===== config.mk =====
export PLATFORM = sky130hd
export DESIGN_NAME = obdp_parser
export DESIGN_NICKNAME = d
export VERILOG_FILES = /design/src/hw/obdp_pkg.sv /design/src/hw/obdp_parser.sv
export SDC_FILE = /design/constraint.sdc
export NUM_CORES = 1
export LEC_CHECK = 0
export BUFFER_PORTS_ARGS = -buffer_cell sky130_fd_sc_hd__buf_4
export CAP_MARGIN = 10
export CORE_ASPECT_RATIO = 1.2
export CORE_UTILIZATION = 65
export CTS_BUF_LIST = sky130_fd_sc_hd__clkbuf_4 sky130_fd_sc_hd__clkbuf_8
export DETAILED_ROUTE_END_ITERATION = 8
export GPL_ROUTABILITY_DRIVEN = 0
export PLACE_DENSITY = 0.85
export SYNTH_ARGS = -nofsm -noshare
export SYNTH_HDL_FRONTEND = slang
export SYNTH_HIERARCHICAL = 1
export SYNTH_SLANG_ARGS = --single-unit
export TNS_END_PERCENT = 30

===== constraint.sdc =====
create_clock -name ref_clk -period 9.4 [get_ports ref_clk]
set_input_delay 0.94 -clock ref_clk [delete_from_list [all_inputs] [get_ports ref_clk]]
set_output_delay 0.94 -clock ref_clk [all_outputs]
set_load 0.03 [all_outputs]

===== src/hw/obdp_pkg.sv =====
// shared constants, state type and the 4 ms tick divider
// assumes one ref_clk domain at 10 MHz and an active-low async reset
`timescale 1ns/1ps
package obdp_pkg;
  localparam int CLK_HZ = 10_000_000;
  localparam int TICK_MS = 4;
  localparam int TICK_CYC = CLK_HZ / 1000 * TICK_MS;
  localparam logic [7:0] CH_CR = 8'h0d;
  localparam logic [7:0] CH_SP = 8'h20;
  localparam logic [7:0] CH_A = 8'h41;
  localparam logic [7:0] CH_T = 8'h54;
  localparam logic [7:0] CH_GT = 8'h3e;
  localparam logic [3:0] MAX_DIGITS = 4'he;
  localparam logic [3:0] DIG_OVER = 4'hf;
  localparam logic [3:0] HDR_BYTES = 4'h3;
  localparam logic [3:0] FRAME_EXTRA = 4'h4;
  localparam int CAP_DEPTH = 12;
  localparam logic [1:0] TXT_PROMPT = 2'h0;
  localparam logic [1:0] TXT_ERR = 2'h1;
  localparam logic [1:0] TXT_NODATA = 2'h2;
  localparam logic [1:0] TXT_EOL = 2'h3;
  localparam logic CKS_SUM = 1'b0;
  typedef enum logic [2:0] {
    OBDP_COLLECT = 3'b000,
    OBDP_TEXT = 3'b001,
    OBDP_SEND = 3'b010,
    OBDP_LISTEN = 3'b011,
    OBDP_HEXOUT = 3'b100
  } obdp_state_e;
endpackage

// one-cycle tick every TICK_CYC cycles while run is high
module obdp_tick #(
  parameter int TICK_CYC = obdp_pkg::TICK_CYC
) (
  input wire logic ref_clk,
  input wire logic rst_n,
  input wire logic run,
  input wire logic restart,
  output logic tick
);
  logic [31:0] cnt;
  logic [31:0] next_cnt;
  logic next_tick;

  always_comb begin
    next_cnt = 32'h0;
    next_tick = 1'b0;
    if (run && !restart) begin
      if (cnt >= 32'(TICK_CYC - 1)) begin
        next_tick = 1'b1;
      end else begin
        next_cnt = cnt + 32'h1;
      end
    end
  end

  always_ff @(posedge ref_clk or negedge rst_n) begin
    if (!rst_n) begin
      cnt <= 32'h0;
      tick <= 1'b0;
    end else begin
      cnt <= next_cnt;
      tick <= next_tick;
    end
  end
endmodule


===== src/hw/obdp_parser.sv =====
// request line parser, frame builder and response collector
// assumes host bytes and vehicle bus bytes arrive already on ref_clk
//
// What this block does
// - a line not opening with the letters A and T is a vehicle request, else a local command.
// - each pair of hex characters is checked and packed into one request byte.
// - three header bytes go before the request bytes and one check byte after.
// - more than 14 digits or an odd count discards the line and prints one question mark.
// - characters are held until carriage return, which only ends the line and is never sent.
// - data bytes of messages addressed to us go to the host, without header or check byte; others are only captured.
// - listening ends when the timeout passes quietly; each matching message restarts it.
// - every request gets a reply, NO DATA when nothing addressed to us came back.
// - the timeout argument counts in steps of 4 ms.
// - spaces anywhere in a line are ignored.
// - letters in upper or lower case mean the same.
// - a greater-than prompt is sent when the next line may start.
`timescale 1ns/1ps
module obdp_parser #(
  parameter int TICK_CYC = obdp_pkg::TICK_CYC
) (
  input wire logic ref_clk,
  input wire logic rst_n,
  input wire logic [7:0] host_rx_data,
  input wire logic host_rx_valid,
  output logic [7:0] host_tx_data,
  output logic host_tx_valid,
  input wire logic host_tx_ready,
  input wire logic [7:0] hdr_prio,
  input wire logic [7:0] hdr_tgt,
  input wire logic [7:0] hdr_src,
  input wire logic [7:0] own_addr,
  input wire logic cks_sel,
  input wire logic [7:0] timeout_arg,
  output logic [7:0] bus_tx_data,
  output logic bus_tx_valid,
  output logic bus_tx_last,
  input wire logic bus_tx_ready,
  input wire logic [7:0] bus_rx_data,
  input wire logic bus_rx_valid,
  input wire logic bus_rx_first,
  input wire logic bus_rx_last,
  output logic bus_rx_ready,
  output logic cmd_line,
  input wire logic [3:0] cap_rd_idx,
  output logic [7:0] cap_rd_data,
  output logic [3:0] cap_len
);
  obdp_pkg::obdp_state_e st, next_st;
  logic [7:0] req [0:6];
  logic [7:0] next_req [0:6];
  logic [7:0] cap [0:obdp_pkg::CAP_DEPTH-1];
  logic [7:0] next_cap [0:obdp_pkg::CAP_DEPTH-1];
  logic [3:0] dig_cnt, next_dig_cnt, send_idx, next_send_idx, msg_pos, next_msg_pos;
  logic [3:0] txt_idx, next_txt_idx, next_cap_len;
  logic [3:0] hi, next_hi;
  logic [2:0] nbytes, next_nbytes;
  logic [1:0] nsp, next_nsp, txt_sel, next_txt_sel, ph, next_ph;
  logic err, next_err, first_a, next_first_a, is_at, next_is_at;
  logic got_any, next_got_any, msg_act, next_msg_act, msg_match, next_msg_match;
  logic pend_v, next_pend_v, eol, next_eol, match_now, tick;
  logic [7:0] tmo_cnt, next_tmo_cnt, tmo_load, cks, next_cks, pend, next_pend, cur, next_cur;
  logic [7:0] next_host_tx_data, next_bus_tx_data, next_cap_rd_data, ch, uc, b;
  logic next_host_tx_valid, next_bus_tx_valid, next_bus_tx_last, next_bus_rx_ready;
  logic next_cmd_line;
  logic [4:0] hv;
  logic [3:0] pos;

  function automatic logic [7:0] to_upper(input logic [7:0] c);
    return (c >= 8'h61 && c <= 8'h7a) ? c - 8'h20 : c;
  endfunction

  function automatic logic [4:0] hex_val(input logic [7:0] c);
    if (c >= 8'h30 && c <= 8'h39) return {1'b1, c[3:0]};
    if (c >= 8'h41 && c <= 8'h46) return {1'b1, c[3:0] + 4'h9};
    return 5'h00;
  endfunction

  function automatic logic [7:0] hex_ascii(input logic [3:0] n);
    return (n < 4'ha) ? 8'h30 + {4'h0, n} : 8'h37 + {4'h0, n};
  endfunction

  function automatic logic [7:0] text_char(input logic [1:0] sel, input logic [3:0] idx);
    logic [79:0] s;
    logic [3:0] len;
    s = 80'h0;
    len = 4'h0;
    unique case (sel)
      obdp_pkg::TXT_PROMPT: begin s = {obdp_pkg::CH_GT, 72'h0}; len = 4'h1; end
      obdp_pkg::TXT_ERR: begin s = {32'h3f0d0d3e, 48'h0}; len = 4'h4; end
      obdp_pkg::TXT_NODATA: begin s = 80'h4e4f2044415441_0d0d3e; len = 4'ha; end
      obdp_pkg::TXT_EOL: begin s = {16'h0d3e, 64'h0}; len = 4'h2; end
    endcase
    return (idx < len) ? s[79 - 8 * idx -: 8] : 8'h00;
  endfunction

  function automatic logic [7:0] cks_fold(input logic sel, input logic [7:0] a, input logic [7:0] d);
    return (sel == obdp_pkg::CKS_SUM) ? a + d : a ^ d;
  endfunction

  obdp_tick #(.TICK_CYC(TICK_CYC)) u_tick (
    .ref_clk(ref_clk),
    .rst_n(rst_n),
    .run(st == obdp_pkg::OBDP_LISTEN || st == obdp_pkg::OBDP_HEXOUT),
    .restart(match_now),
    .tick(tick)
  );

  assign tmo_load = (timeout_arg == 8'h00) ? 8'h01 : timeout_arg;
  assign pos = bus_rx_first ? 4'h0 : msg_pos;
  assign match_now = st == obdp_pkg::OBDP_LISTEN && bus_rx_valid && bus_rx_ready
    && pos == 4'h1 && bus_rx_data == own_addr;

  always_comb begin
    next_st = st; next_req = req; next_cap = cap; next_cap_len = cap_len;
    next_dig_cnt = dig_cnt; next_send_idx = send_idx; next_msg_pos = msg_pos;
    next_txt_idx = txt_idx; next_hi = hi; next_nbytes = nbytes; next_nsp = nsp;
    next_txt_sel = txt_sel; next_ph = ph; next_err = err; next_first_a = first_a;
    next_is_at = is_at; next_got_any = got_any; next_msg_act = msg_act;
    next_msg_match = msg_match; next_pend_v = pend_v; next_eol = eol;
    next_tmo_cnt = tmo_cnt; next_cks = cks; next_pend = pend; next_cur = cur;
    next_host_tx_data = host_tx_data; next_bus_tx_data = bus_tx_data;
    next_host_tx_valid = host_tx_valid && !host_tx_ready;
    next_bus_tx_valid = bus_tx_valid && !bus_tx_ready;
    next_bus_tx_last = bus_tx_last;
    next_cmd_line = 1'b0;
    next_cap_rd_data = (cap_rd_idx < 4'(obdp_pkg::CAP_DEPTH)) ? cap[cap_rd_idx] : 8'h00;
    uc = to_upper(host_rx_data);
    hv = hex_val(uc);
    ch = text_char(txt_sel, txt_idx);
    b = cks;
    unique case (st)
      obdp_pkg::OBDP_COLLECT: begin
        if (host_rx_valid && host_rx_data == obdp_pkg::CH_CR) begin
          next_dig_cnt = 4'h0; next_nsp = 2'h0; next_err = 1'b0;
          next_first_a = 1'b0; next_is_at = 1'b0; next_txt_idx = 4'h0;
          next_st = obdp_pkg::OBDP_TEXT; next_txt_sel = obdp_pkg::TXT_PROMPT;
          if (is_at) begin
            next_cmd_line = 1'b1;
          end else if (nsp != 2'h0 && (err || dig_cnt > obdp_pkg::MAX_DIGITS || dig_cnt[0])) begin
            next_txt_sel = obdp_pkg::TXT_ERR;
          end else if (nsp != 2'h0) begin
            next_st = obdp_pkg::OBDP_SEND; next_nbytes = dig_cnt[3:1];
            next_send_idx = 4'h0; next_cks = 8'h00;
          end
        end else if (host_rx_valid && host_rx_data != obdp_pkg::CH_SP) begin
          if (nsp == 2'h0) next_first_a = uc == obdp_pkg::CH_A;
          if (nsp == 2'h1) next_is_at = first_a && uc == obdp_pkg::CH_T;
          if (nsp != 2'h2) next_nsp = nsp + 2'h1;
          if (!hv[4]) next_err = 1'b1;
          if (dig_cnt < obdp_pkg::MAX_DIGITS) begin
            if (!dig_cnt[0]) next_hi = hv[3:0];
            else next_req[dig_cnt[3:1]] = {hi, hv[3:0]};
          end
          if (dig_cnt != obdp_pkg::DIG_OVER) next_dig_cnt = dig_cnt + 4'h1;
        end
      end
      obdp_pkg::OBDP_TEXT: begin
        if (!host_tx_valid || host_tx_ready) begin
          if (ch == 8'h00) begin
            next_st = obdp_pkg::OBDP_COLLECT;
          end else begin
            next_host_tx_data = ch; next_host_tx_valid = 1'b1; next_txt_idx = txt_idx + 4'h1;
          end
        end
      end
      obdp_pkg::OBDP_SEND: begin
        if (!bus_tx_valid || bus_tx_ready) begin
          if (send_idx == {1'b0, nbytes} + obdp_pkg::FRAME_EXTRA) begin
            next_st = obdp_pkg::OBDP_LISTEN; next_tmo_cnt = tmo_load; next_got_any = 1'b0;
            next_msg_act = 1'b0; next_msg_match = 1'b0; next_pend_v = 1'b0; next_eol = 1'b0;
          end else begin
            if (send_idx == 4'h0) b = hdr_prio;
            else if (send_idx == 4'h1) b = hdr_tgt;
            else if (send_idx == 4'h2) b = hdr_src;
            else if (send_idx < {1'b0, nbytes} + obdp_pkg::HDR_BYTES)
              b = req[3'(send_idx - obdp_pkg::HDR_BYTES)];
            next_bus_tx_last = send_idx == {1'b0, nbytes} + obdp_pkg::HDR_BYTES;
            // fold every byte ahead of the check byte
            if (!next_bus_tx_last) next_cks = cks_fold(cks_sel, cks, b);
            next_bus_tx_data = b; next_bus_tx_valid = 1'b1; next_send_idx = send_idx + 4'h1;
          end
        end
      end
      obdp_pkg::OBDP_LISTEN: begin
        if (bus_rx_valid && bus_rx_ready) begin
          // capture the latest message, up to 12 bytes, for a later dump
          if (bus_rx_first) begin
            next_cap[0] = bus_rx_data; next_cap_len = 4'h1;
            next_msg_act = 1'b1; next_msg_match = 1'b0; next_pend_v = 1'b0;
          end else if (cap_len < 4'(obdp_pkg::CAP_DEPTH)) begin
            next_cap[cap_len] = bus_rx_data; next_cap_len = cap_len + 4'h1;
          end
          if (pos != 4'hf) next_msg_pos = pos + 4'h1;
          if (match_now) begin
            next_msg_match = 1'b1; next_tmo_cnt = tmo_load; next_got_any = 1'b1;
          end
          // forward only addressed data, holding one byte back for the check byte
          if (pos >= 4'h3 && msg_match) begin
            if (pend_v) begin
              next_cur = pend; next_ph = 2'h0; next_st = obdp_pkg::OBDP_HEXOUT;
            end
            next_pend = bus_rx_data; next_pend_v = 1'b1;
          end
          if (bus_rx_last) begin
            next_msg_act = 1'b0; next_pend_v = 1'b0; next_msg_match = 1'b0;
            if (msg_match || match_now) begin
              next_eol = 1'b1;
              if (!(pos >= 4'h3 && msg_match && pend_v)) begin
                next_st = obdp_pkg::OBDP_HEXOUT; next_ph = 2'h3;
              end
            end
          end
        end else if (tick && tmo_cnt <= 8'h01 && !msg_act) begin
          next_st = obdp_pkg::OBDP_TEXT; next_txt_idx = 4'h0;
          next_txt_sel = got_any ? obdp_pkg::TXT_EOL : obdp_pkg::TXT_NODATA;
        end else if (tick && tmo_cnt != 8'h00) begin
          next_tmo_cnt = tmo_cnt - 8'h01;
        end
      end
      obdp_pkg::OBDP_HEXOUT: begin
        if (!host_tx_valid || host_tx_ready) begin
          next_host_tx_valid = 1'b1;
          unique case (ph)
            2'h0: begin next_host_tx_data = hex_ascii(cur[7:4]); next_ph = 2'h1; end
            2'h1: begin next_host_tx_data = hex_ascii(cur[3:0]); next_ph = 2'h2; end
            2'h2: begin
              next_host_tx_data = obdp_pkg::CH_SP; next_ph = 2'h3;
              if (!eol) next_st = obdp_pkg::OBDP_LISTEN;
            end
            2'h3: begin
              next_host_tx_data = obdp_pkg::CH_CR; next_eol = 1'b0;
              next_st = obdp_pkg::OBDP_LISTEN;
            end
          endcase
        end
      end
      default: next_st = obdp_pkg::OBDP_TEXT;
    endcase
    next_bus_rx_ready = next_st == obdp_pkg::OBDP_LISTEN;
  end

  always_ff @(posedge ref_clk or negedge rst_n) begin
    if (!rst_n) begin
      st <= obdp_pkg::OBDP_TEXT;
      for (int i = 0; i < 7; i++) req[i] <= 8'h00;
      for (int i = 0; i < obdp_pkg::CAP_DEPTH; i++) cap[i] <= 8'h00;
      cap_len <= 4'h0; dig_cnt <= 4'h0; send_idx <= 4'h0; msg_pos <= 4'h0;
      txt_idx <= 4'h0; hi <= 4'h0; nbytes <= 3'h0; nsp <= 2'h0;
      txt_sel <= obdp_pkg::TXT_PROMPT; ph <= 2'h0; err <= 1'b0; first_a <= 1'b0;
      is_at <= 1'b0; got_any <= 1'b0; msg_act <= 1'b0; msg_match <= 1'b0;
      pend_v <= 1'b0; eol <= 1'b0; tmo_cnt <= 8'h00; cks <= 8'h00; pend <= 8'h00;
      cur <= 8'h00; host_tx_data <= 8'h00; host_tx_valid <= 1'b0; bus_tx_data <= 8'h00;
      bus_tx_valid <= 1'b0; bus_tx_last <= 1'b0; bus_rx_ready <= 1'b0;
      cmd_line <= 1'b0; cap_rd_data <= 8'h00;
    end else begin
      st <= next_st; req <= next_req; cap <= next_cap; cap_len <= next_cap_len;
      dig_cnt <= next_dig_cnt; send_idx <= next_send_idx; msg_pos <= next_msg_pos;
      txt_idx <= next_txt_idx; hi <= next_hi; nbytes <= next_nbytes; nsp <= next_nsp;
      txt_sel <= next_txt_sel; ph <= next_ph; err <= next_err; first_a <= next_first_a;
      is_at <= next_is_at; got_any <= next_got_any; msg_act <= next_msg_act;
      msg_match <= next_msg_match; pend_v <= next_pend_v; eol <= next_eol;
      tmo_cnt <= next_tmo_cnt; cks <= next_cks; pend <= next_pend; cur <= next_cur;
      host_tx_data <= next_host_tx_data; host_tx_valid <= next_host_tx_valid;
      bus_tx_data <= next_bus_tx_data; bus_tx_valid <= next_bus_tx_valid;
      bus_tx_last <= next_bus_tx_last; bus_rx_ready <= next_bus_rx_ready;
      cmd_line <= next_cmd_line; cap_rd_data <= next_cap_rd_data;
    end
  end

  // checking helpers: frame byte count and an independent check byte
  logic [3:0] sent_cnt;
  logic [7:0] cks_ref;
  always_ff @(posedge ref_clk or negedge rst_n) begin
    if (!rst_n) begin
      sent_cnt <= 4'h0;
      cks_ref <= 8'h00;
    end else if (st != obdp_pkg::OBDP_SEND) begin
      sent_cnt <= 4'h0;
      cks_ref <= 8'h00;
    end else if (bus_tx_valid && bus_tx_ready) begin
      sent_cnt <= sent_cnt + 4'h1;
      if (!bus_tx_last) cks_ref <= cks_fold(cks_sel, cks_ref, bus_tx_data);
    end
  end

  logic cr_in;
  assign cr_in = st == obdp_pkg::OBDP_COLLECT && host_rx_valid && host_rx_data == obdp_pkg::CH_CR;
endmodule


==> impl_metrics.ini <==
[placed_design]
dp_hpwl_mm = 24.5
dp.cells = 1768
postPlaceCellArea_um2 = 16300
portBuffers = 100

[clock_tree]
h-tree-depth = 2
post_cts_resized = 0
cts_num_sinks = 289
cts_tree = done
cts_buffers = 45
cts_root_buf = clkbuf_8
post_cts_buffers = 0
cts.clk_slew.worst_paths_ps = 70
postCtsHoldBufs = 0
clk_path_buf_depth = 3
clock_latency_ps = 590

[min_path]
hp-class = in2async

[synthesis]
synthFlopType = dfrtp_1
avgSynthCellArea_um2 = 10.9
synth_warnings = 6
synth-xor-area-share_pct = 2.30
async_flop_share_pct = 100
synth_mux_area_share_pct = 18.5
yosys.area_share.simple_pct = 12.1
yosys.area_share.adder_pct = 4.64
yosysSeqAreaShare_pct = 47.4
syn_inst = 1394
synth_top_family_by_area = multiplexers
synthesis.area_um2 = 15300
synth_edf_count = 0
synth_compound_area_share_pct = 11.9
ys_ff_latch = 289
synthDistinctLibCells = 84

[route]
post_drt_wl_per_cell_um = 19.4
routed_wl_mm = 35.7
detail_route.first_pass.iterations = 5
drc = 0
drt_iter0_drc = 810
ant_nets = 0
drt-vias-per-instance = 6.20
vias = 11400

[run]
max_cap_violations = 0

[timing]
maxSlewViolCount = 0
tightest_slew_ps = 1110
period_needed_ps = 5110
skew_ps = 34.1
max_freq_mhz = 196
relSlewSlack_pct = 25.9
rsz0062_at_grt = false
hold_violations = 0
holdWs_ps = 372
timing.final.crit_share_pct = 54.4
setup_viol = 0
timing.setup.tns_ps = 0

[setup_path]
critPathRequiredTime_ps = 9900
end_kind = flip-flop
crit_fanout = 18
cp.arrival_ps = 5610
crit_path_start_kind = flip-flop
critical_path_class = reg2reg

[die]
die_area_um2 = 24100
num_io_pins = 102
core.rowCount = 61
die_h_um = 170
fp.dieW_um = 142
core_um2 = 23100
initial_core_util_pct = 66.0

[status]
status = complete, no violations

[pwr]
p_leak_uw = 0.00807
p_per_area_nw_per_um2 = 232
ir_drop_mv = 0.137

[grt]
grt_max_degree = 197
grt_use_total_pct = 30.7
grt_overflow = 0
grt_pass1_wl_mm = 58.1
grt_pass1_vias = 11900
antenna_found_initial = 0

[finish]
layout_commonest_cell = dfrtp_1
syn_to_final_growth_pct = 12.5
layout_common_cells = 288 x dfrtp_1, 159 x mux2_2, 130 x nor2_1
fin_cells = 1842
stdcell_area_um2 = 17200
fin_nets = 1625
antenna_cells_inserted = 0
drive_above_1_share_pct = 26.1
==> synthesized netlist by cell type, drive strengths merged, types with 4 or more instances <==
cell       n  share of area [%]
xnor2     31                1.8
o21ai     85                2.8
a221o      8               0.52
mux2i     22                1.4
and3       6               0.25
nand4     12               0.49
a41oi      6               0.34
a32oi      4               0.28
a211oi    12               0.62
nor3b      4               0.20
o21a       5               0.25
xor2       9               0.52
nor4      19               0.86
o31ai     12               0.59
and2       6               0.25
or2        4               0.16
mux4      32                4.7
nand2    116                2.9
nor4b      4               0.27
a31oi      7               0.29
buf       22               0.81
ha        55                4.5
mux2     165                 12
or3        5               0.24
inv       49                1.2
nand3     17               0.56
o32ai      4               0.23
nor2     134                3.4
nor2b     11               0.45
a21oi     83                2.7
a22o       4               0.23
nand2b    22               0.90
o2111ai    4               0.23
a21o       8               0.39
dfrtp    288                 47
clkbuf    41                1.0
nor3      16               0.56
o22ai      6               0.25
a22oi      9               0.44
==> worst paths after layout <==
path / start / endpoint / slack, ps / cells after the start
hold reg to reg: pend[4]$_DFFE_PN0P_ / cur[4]$_DFFE_PN0P_ / 480 / 2
setup / recovery: send_idx[0]$_DFFE_PN0P_ / cks[7]$_DFFE_PN0P_ / 4290 / 15
hold / removal: rst_n / tmo_cnt[4]$_DFFE_PN0P_ / 370 / 1
max in group asynchronous: rst_n / cap[39]$_DFFE_PN0P_ / 7540 / 2
min in group ref_clk: pend[4]$_DFFE_PN0P_ / cur[4]$_DFFE_PN0P_ / 480 / 2
setup reg to reg: send_idx[0]$_DFFE_PN0P_ / cks[7]$_DFFE_PN0P_ / 4290 / 15
==> layer usage <==
| metal | share of wire, % | up-vias | track usage (%) | wire [um] |
|---|---|---|---|---|
| met1 | 39 | 5686 | 35.0 | 13900 |
| met2 | 52 | 379 | 55.2 | 18700 |
| met3 | 4.2 | 120 | 4.42 | 1490 |
| li1 | - | 5238 | - | - |
| met5 | 0 | - | 0 | 0 |
| met4 | 4.6 | 0 | 16.9 | 1630 |
==> where the power goes <==
part           total [uW]  leakage, uW  switching (uW)  internal (uW)
Combinational        1250      0.00376             698            552
Sequential           1660      0.00383             226           1430
Clock                1080     0.000484             489            589
==> sequential cells by signal, indices dropped and copies added (netlist names), 7 cells and up <==
signal        flops
host_tx_data      7
pend              8
req              56
cap              96
tmo_cnt           8
cks               8
cur               8
u_tick/cnt       32
cap_rd_data       8
bus_tx_data       8
==> stage by stage <==
stage | setup WS, ps | utilization [%] | power [uW]
4_1_cts | 4270 | 74.2 | 3990
3_5_place_dp | 4300 | 70.3 | 2900
5_1_grt | 3720 | 74.2 | 4210
6_report | 4290 | 74.2 | 3990
3_3_place_gp | 4470 | 70.3 | 2850
2_1_floorplan | 4830 | - | 2540
==> layout make-up <==
| type | count | area (um^2) |
|---|---|---|
| multi-input cells | 1006 | 7610 |
| flip-flops and latches | 289 | 7230 |
| fillers | 1561 | 5960 |
| repair buffers | 107 | 823 |
| clock buffers | 65 | 820 |
| well taps | 315 | 394 |
| inverters | 51 | 191 |
| clock inverters | 9 | 93.8 |
==> critical path, stage by stage, from the launching register on <==
cell      delay, ps
dfrtp_1         820
clkinv_1        480
ha_1            730
nor2_1          530
a21oi_1         140
a211oi_1        270
a21oi_1          60
o21ai_0         380
ha_1            340
a21o_1          160
a21oi_1         190
o21ai_0         170
a21oi_1         190
xnor2_1         100
or4_1           390
o21ai_0          80
==> cell families after synthesis <==
kind of cell / count (synthesis)
DFF: 289
buffers and inverters: 114
adders and majority gates: 56
other: 2
muxes: 219
xor gates and xnor gates: 40
AOI/OAI and AO/OA: 285
and+or+nand+nor: 389
Note: power is estimated with default switching activity, not from simulation.
